[src/srw_pkg.sv]
// Purpose: constants for the supply reset watchdog supervisor
// Assumes: 50 MHz system clock
// Notes:   periods are counted in time base ticks
package srw_pkg;
   // ***************************************************************
   // time base
   // ***************************************************************
   localparam int unsigned CLK_HZ         = 50_000_000;
   localparam int unsigned OSC_MILLI_HZ   = 10_240_000;   // 10.24 kHz
   // cycles per internal tick, rounded down; 64 bit product, 32 bit would overflow
   localparam int unsigned OSC_DIV        = 32'((64'(CLK_HZ) * 64'h3E8) / 64'(OSC_MILLI_HZ));
   // ***************************************************************
   // periods in milliseconds and in internal ticks
   // ***************************************************************
   localparam int unsigned RST_MS         = 50;
   localparam int unsigned WD_SHORT_MS    = 100;
   localparam int unsigned WD_LONG_MS     = 1600;
   localparam int unsigned RST_TICKS      = RST_MS * 10240 / 1000;
   localparam int unsigned WD_SHORT_TICKS = WD_SHORT_MS * 10240 / 1000;
   localparam int unsigned WD_LONG_TICKS  = WD_LONG_MS * 10240 / 1000;
   // external clock mode counts
   localparam int unsigned EXT_WD_NORMAL  = 1024;
   localparam int unsigned EXT_WD_LONG    = 4096;
   localparam int unsigned EXT_RST        = 512;
   localparam int unsigned CNT_W          = 15;
   // ***************************************************************
   // kick input level codes
   // ***************************************************************
   typedef enum logic [1:0] {
      KICK_LOW   = 2'b00,
      KICK_HIGH  = 2'b01,
      KICK_FLOAT = 2'b10
   } srw_kick_t;
endpackage : srw_pkg

[src/srw_supervisor.sv]
// Purpose: reset supervisor with low supply reset and watchdog
// Assumes: supply flag and kick level code come from digitisers
// Notes:   long periods counted in ticks, never in clk cycles
//
// Behaviour
// reset low while supply flag low
// hold reset 50 ms after supply recovers
// active high reset inverts active low reset
// missed kick gives reset pulse
// long timeout right after any reset
// restart watchdog when reset ends
// first kick after reset selects normal timeout
// every kick edge restarts timeout count
// steady kick gives reset each long timeout
// floating kick disables watchdog
// external clock counts 1024, 4096, 512
// internal mode: timebase pin picks 100ms/1.6s
// internal time base 10.24 kHz
// source strap low uses timebase pin clock
// expired output low until next kick
// low supply forces expired output high
// chip enable passes through when supply good
// chip enable forced high when supply low
// host kicks within 70 ms
// host leaves kick port idle during init
// supply low output follows supply flag
// kick input has three levels
// synchronise supply and kick before use
`timescale 1ns/1ps
module srw_supervisor
   import srw_pkg::*;
#(
   parameter int unsigned DIV = OSC_DIV
) (
   input  wire logic       clk,
   input  wire logic       nrst,
   input  wire logic       supply_low,
   input  wire logic [1:0] watchdog_kick_in,
   input  wire logic       timebase_source_select,
   input  wire logic       timebase_in,
   input  wire logic       ce_in_n,
   output logic            reset_n,
   output logic            reset,
   output logic            supply_low_n,
   output logic            watchdog_expired_n,
   output logic            ce_out_n
);
   import srw_pkg::*;

   typedef enum logic [1:0] {
      ST_SUPPLY = 2'b00,
      ST_HOLD   = 2'b01,
      ST_RUN    = 2'b10
   } srw_state_t;

   // ***************************************************************
   // input synchronisers
   // ***************************************************************
   logic [4:0] raw;
   logic [4:0] syn;
   logic       low_s;
   logic [1:0] kick_s;
   logic       sel_s;
   logic       tb_s;

   assign raw = {supply_low, watchdog_kick_in, timebase_source_select, timebase_in};

   srw_sync #(.W(5)) u_sync (
      .clk  (clk),
      .nrst (nrst),
      .d    (raw),
      .q    (syn)
   );

   assign low_s  = syn[4];
   assign kick_s = syn[3:2];
   assign sel_s  = syn[1];
   assign tb_s   = syn[0];

   // ***************************************************************
   // time base
   // ***************************************************************
   logic tick;

   srw_timebase #(.DIV(DIV)) u_tb (
      .clk          (clk),
      .nrst         (nrst),
      .use_internal (sel_s),
      .ext_clk_s    (tb_s),
      .tick         (tick)
   );

   // ***************************************************************
   // kick edge detection, only between high and low
   // ***************************************************************
   srw_kick_t kick_lvl;
   srw_kick_t kick_prev_q;
   logic      kick_active;
   logic      kick_edge;

   assign kick_lvl    = (kick_s == 2'b00) ? KICK_LOW :
                        (kick_s == 2'b01) ? KICK_HIGH : KICK_FLOAT;
   assign kick_active = (kick_lvl != KICK_FLOAT);
   assign kick_edge   = kick_active && (kick_prev_q != KICK_FLOAT)
                        && (kick_lvl != kick_prev_q);

   always_ff @(posedge clk) begin
      if (!nrst) begin
         kick_prev_q <= KICK_FLOAT;
      end else begin
         kick_prev_q <= kick_lvl;
      end
   end

   // ***************************************************************
   // period selection
   // ***************************************************************
   function automatic logic [CNT_W-1:0] wd_limit(input logic internal, input logic pin,
                                                input logic is_long);
      if (!internal) begin
         wd_limit = is_long ? CNT_W'(EXT_WD_LONG) : CNT_W'(EXT_WD_NORMAL);
      end else if (is_long || pin) begin
         wd_limit = CNT_W'(WD_LONG_TICKS);
      end else begin
         wd_limit = CNT_W'(WD_SHORT_TICKS);
      end
   endfunction : wd_limit

   logic [CNT_W-1:0] rst_limit;

   assign rst_limit = sel_s ? CNT_W'(RST_TICKS) : CNT_W'(EXT_RST);

   // ***************************************************************
   // reset state machine
   // ***************************************************************
   srw_state_t       state_q;
   logic [CNT_W-1:0] rst_cnt_q;
   logic [CNT_W-1:0] wd_cnt_q;
   logic             long_q;
   logic             wd_timeout;

   assign wd_timeout = (state_q == ST_RUN) && kick_active && !kick_edge && tick
                       && (wd_cnt_q >= wd_limit(sel_s, tb_s, long_q) - CNT_W'(1));

   always_ff @(posedge clk) begin
      if (!nrst) begin
         state_q <= ST_SUPPLY;
      end else if (low_s) begin
         state_q <= ST_SUPPLY;
      end else begin
         case (state_q)
            ST_SUPPLY: state_q <= ST_HOLD;
            ST_HOLD: begin
               if (tick && rst_cnt_q >= rst_limit - CNT_W'(1)) begin
                  state_q <= ST_RUN;
               end
            end
            ST_RUN: begin
               if (wd_timeout) begin
                  state_q <= ST_HOLD;
               end
            end
            default: state_q <= ST_SUPPLY;
         endcase
      end
   end

   always_ff @(posedge clk) begin
      if (!nrst || state_q != ST_HOLD) begin
         rst_cnt_q <= '0;
      end else if (tick) begin
         rst_cnt_q <= rst_cnt_q + CNT_W'(1);
      end
   end

   // watchdog count restarts at every reset end and every kick
   always_ff @(posedge clk) begin
      if (!nrst || state_q != ST_RUN || kick_edge || !kick_active) begin
         wd_cnt_q <= '0;
      end else if (tick) begin
         wd_cnt_q <= wd_cnt_q + CNT_W'(1);
      end
   end

   always_ff @(posedge clk) begin
      if (!nrst || state_q != ST_RUN) begin
         long_q <= 1'b1;
      end else if (kick_edge) begin
         long_q <= 1'b0;
      end
   end

   // ***************************************************************
   // outputs
   // ***************************************************************
   always_ff @(posedge clk) begin
      if (!nrst) begin
         watchdog_expired_n <= 1'b1;
      end else if (low_s) begin
         watchdog_expired_n <= 1'b1;
      end else if (wd_timeout) begin
         watchdog_expired_n <= 1'b0;
      end else if (kick_edge) begin
         watchdog_expired_n <= 1'b1;
      end
   end

   assign reset_n      = (state_q == ST_RUN);
   assign reset        = !reset_n;
   assign supply_low_n = !low_s;
   // combinational gate keeps chip enable delay short
   assign ce_out_n     = low_s ? 1'b1 : ce_in_n;
endmodule : srw_supervisor

[src/srw_sync.sv]
// Purpose: two flop synchroniser for pin inputs
// Assumes: inputs asynchronous to clk
// Notes:   first stage is read by the second stage only
`timescale 1ns/1ps
module srw_sync #(
   parameter int W = 1
) (
   input  wire logic         clk,
   input  wire logic         nrst,
   input  wire logic [W-1:0] d,
   output logic      [W-1:0] q
);
   logic [W-1:0] meta_q;

   always_ff @(posedge clk) begin
      if (!nrst) begin
         meta_q <= '0;
         q      <= '0;
      end else begin
         meta_q <= d;
         q      <= meta_q;
      end
   end
endmodule : srw_sync

[src/srw_timebase.sv]
// Purpose: time base tick from internal divider or external clock pin
// Assumes: external clock already synchronised
// Notes:   external mode counts rising edges only
`timescale 1ns/1ps
module srw_timebase
   import srw_pkg::*;
#(
   parameter int unsigned DIV = OSC_DIV
) (
   input  wire logic clk,
   input  wire logic nrst,
   input  wire logic use_internal,
   input  wire logic ext_clk_s,
   output logic      tick
);
   logic [15:0] div_q;
   logic        ext_q;

   // ***************************************************************
   // internal oscillator, about 10.24 kHz
   // ***************************************************************
   always_ff @(posedge clk) begin
      if (!nrst || div_q == 16'(DIV - 1)) begin
         div_q <= 16'h0000;
      end else begin
         div_q <= div_q + 16'h0001;
      end
   end

   always_ff @(posedge clk) begin
      if (!nrst) begin
         ext_q <= 1'b0;
      end else begin
         ext_q <= ext_clk_s;
      end
   end

   assign tick = use_internal ? (div_q == 16'(DIV - 1))
                              : (ext_clk_s && !ext_q);
endmodule : srw_timebase
[config.mk]
export PLATFORM = sky130hd
export DESIGN_NAME = srw_supervisor
export DESIGN_NICKNAME = d
export VERILOG_FILES = /design/src/srw_pkg.sv /design/src/srw_supervisor.sv /design/src/srw_sync.sv /design/src/srw_timebase.sv
export SDC_FILE = /design/constraint.sdc
export NUM_CORES = 1
export LEC_CHECK = 0
export BUFFER_PORTS_ARGS = -buffer_cell sky130_fd_sc_hd__buf_2
export CORE_UTILIZATION = 57
export CTS_BUF_LIST = sky130_fd_sc_hd__clkbuf_4 sky130_fd_sc_hd__clkbuf_8
export DETAILED_ROUTE_END_ITERATION = 16
export HOLD_SLACK_MARGIN = 0.05
export PLACE_DENSITY = 0.74
export SYNTH_ARGS = -nofsm -noshare
export SYNTH_HDL_FRONTEND = slang
export SYNTH_HIERARCHICAL = 1
export SYNTH_SLANG_ARGS = --single-unit
[constraint.sdc]
create_clock -name clk -period 2.3 [get_ports clk]
set_input_delay 0.115 -clock clk [delete_from_list [all_inputs] [get_ports clk]]
set_output_delay 0.115 -clock clk [all_outputs]
set_load 0.01 [all_outputs]
==> impl_metrics.json <==
{
  "dp_hpwl_um": 3470,
  "clock_latency_ns": 0.35,
  "gp_congestion": 0.876,
  "clk_path_buf_depth": 2,
  "cts_tree": "yes",
  "fillers": 359,
  "syn_to_final_growth_pct": 24.5,
  "ioPinCount": 13,
  "dieArea_mm2": 0.00519,
  "synthTopCellsByArea": "dfxtp_1, nor2_1, xnor2_1, xor2_1, ha_1",
  "yosysMostFrequentCell": "dfxtp_1",
  "fmax_ghz": 0.450,
  "fin_crit_ns": 2.22,
  "start_util": 0.592,
  "ant_nets": 0,
  "fin_nets": 371,
  "p_total_mw": 2.38,
  "syn-cell-area_mm2": 0.00279,
  "syn_inst": 305,
  "cp.arrival_ns": 2.46,
  "cts.sinks": 63,
  "synthArstFlopShare": 0,
  "peakVddDrop_uv": 552,
  "grt_max_degree": 17,
  "ys.flop_type": "dfxtp_1",
  "required_ns": 2.54,
  "synth_edf_count": 0,
  "ys_ff_latch": 63,
  "die_x_um": 72.0,
  "finalWorstSetupSlack_ns": 0.0764,
  "syn_avg_cell_area_um2": 9.16,
  "synth_commonest_cells": "dfxtp_1, nor2_1, xnor2_1, xor2_1, nand2_1",
  "root_buffer": "clkbuf_8",
  "grt_use_met1": 0.286,
  "end_kind": "flip-flop",
  "setup_viol": 0,
  "holdPathStages": 2,
  "powerDensity_mw_per_mm2": 686,
  "vias_per_cell": 5.14,
  "numCtsBuffers": 9,
  "grt.busiest_layer": "met2",
  "via_count": 2185,
  "rr_worst_depth": 11,
  "diodes": 0,
  "rsz0062_at_grt": "yes",
  "gr-usage-all-layers": 0.222,
  "wl_um": 5430,
  "grt.overflow.total": 0,
  "yosysSeqAreaShare": 0.451,
  "leakagePower_nw": 1.34,
  "startpoint_type": "flip-flop",
  "ys_warn_count": 6,
  "fp.dieH_um": 72.0,
  "slew_headroom": 0.664,
  "grt_pass1_vias": 1940,
  "hold_violations": 0,
  "crit_fanout": 4,
  "row_count": 25,
  "outcome": "finished clean",
  "grt.met3_usage": 0.103,
  "drive_gt1_frac": 0.229,
  "synth_top_area_frac": 0.451,
  "dr.pass1.iters": 4,
  "synth_cell_types": 40,
  "pre_cts_slack_ns": -0.0986,
  "grt_pass1_wl_um": 8670,
  "drc": 0,
  "maxSlewViolCount": 0,
  "hold_path_class": "in2reg",
  "hold_ws_ns": 0.0671,
  "yosysTopAreaCell": "dfxtp_1",
  "skew_ns": 0.00898,
  "worst_pin_slew_ns": 0.503,
  "path_class": "reg2reg",
  "syn_nets": 323,
  "finalSetupTns_ns": 0,
  "drv_cap": 0,
  "antenna_found_initial": 0,
  "port_buffers": 12,
  "core-area_mm2": 0.00472,
  "h-tree-depth": 3,
  "wl_per_cell_um": 12.8,
  "use_met2": 0.326,
  "drt_first_iter_violations": 83,
  "clk_pin_slew_ns": 0.07,
  "fin_crit_sh": 0.967
}
-- final timing paths --
| kind | from | endpoint | slack, ns |
|---|---|---|---|
| max | u_sync/q[1]$_SDFF_PN0_ | watchdog_expired_n$_SDFFE_PP1P_ | 0.08 |
| min | nrst | long_q$_SDFFE_PP1P_ | 0.07 |
| min reg2reg | u_sync/q[2]$_SDFF_PN0_ | kick_prev_q[0]$_SDFF_PN0_ | 0.42 |
| max reg2reg | u_sync/q[1]$_SDFF_PN0_ | watchdog_expired_n$_SDFFE_PP1P_ | 0.08 |
-- layout by cell type (no fill, tap or decap), drive strengths merged, types with 2 or more instances in the layout --
cell type	count
mux2i	3
nor3	6
clkbuf	11
a211o	2
nor2	57
nand2b	4
inv	12
dlygate4sd3	5
ha	10
nor4	5
bufinv	3
or3	3
xor2	22
or2	2
and4	3
buf	38
a21oi	4
and2	12
dfxtp	63
and3	5
nand3	14
o31ai	2
nand2	19
nor2b	2
xnor2	22
nand4	16
nor4b	2
-- cell families (layout without fill, tap and decap cells) --
| group | count (synthesis) | after routing | synth area share |
|---|---|---|---|
| flops | 63 | 63 | 0.451 |
| fa+ha+maj | 10 | 10 | 0.0448 |
| mux | 3 | 3 | 0.0107 |
| compound gates | 13 | 13 | 0.0399 |
| xor+xnor | 44 | 44 | 0.138 |
| buf+inv | 18 | 71 | 0.0264 |
| simple gates | 154 | 154 | 0.289 |
-- cell type report --
class / count / area [um2] / area share
Clock buffer: 11 / 139 / 0.0399
Sequential cell: 63 / 1270 / 0.364
Tap cell: 67 / 83.8 / 0.0241
Inverter: 12 / 45.0 / 0.0129
Timing Repair Buffer: 43 / 305 / 0.0878
Clock inverter: 5 / 106 / 0.0306
Multi-Input combinational cell: 224 / 1530 / 0.441
-- metal layers --
| metal | up-vias | wire length, um |
|---|---|---|
| met4 | 0 | 117 |
| met5 | - | 0 |
| met3 | 16 | 295 |
| met2 | 50 | 2430 |
| met1 | 997 | 2590 |
| li1 | 1122 | - |
-- flip-flops by register name (all words and copies together), names as in the netlist --
signal / flops
wd_cnt_q: 15
rst_cnt_q: 15
u_tb/div_q: 16
watchdog_expired_n: 1
u_tb/ext_q: 1
u_sync/q: 5
long_q: 1
u_sync/meta_q: 5
kick_prev_q: 2
state_q: 2
-- power breakdown --
| part | switching [mW] | leakage (nW) | internal, mW |
|---|---|---|---|
| combinational | 0.0458 | 0.703 | 0.0470 |
| sequential | 0.00941 | 0.512 | 1.11 |
| clock | 0.429 | 0.121 | 0.746 |
| total | 0.484 | 1.34 | 1.90 |
-- critical path, stage by stage (launching register included) --
cell and delay, ns:
dfxtp_2 0.35, a21oi_2 0.19, inv_1 0.08, ha_1 0.19
inv_1 0.08, xnor2_1 0.08, ha_1 0.30, nand4_1 0.12
nor2_1 0.12, and4_1 0.22, o21bai_1 0.11, o32a_1 0.29
-- metrics by stage --
stage | cell area, um2 | utilization | std cells
detailed placement | 3060 | 0.647 | 397
global route | 3480 | 0.736 | 425
CTS | 3380 | 0.716 | 420
global placement | 3060 | 0.647 | 397
floorplan | 2800 | - | 305
finish | 3480 | 0.736 | 425
-- repair_timing --
item | 4_1_cts | 5_1_grt
hold buffers | 5 | 0
pin swaps | 0 | 7
gates resized for setup | 3 | 15
hold endpoints to repair | 5 | 0
buffers inserted | 2 | 5
endpoints found under the setup margin | 8 | 16
(Power assumes the default switching activity.)
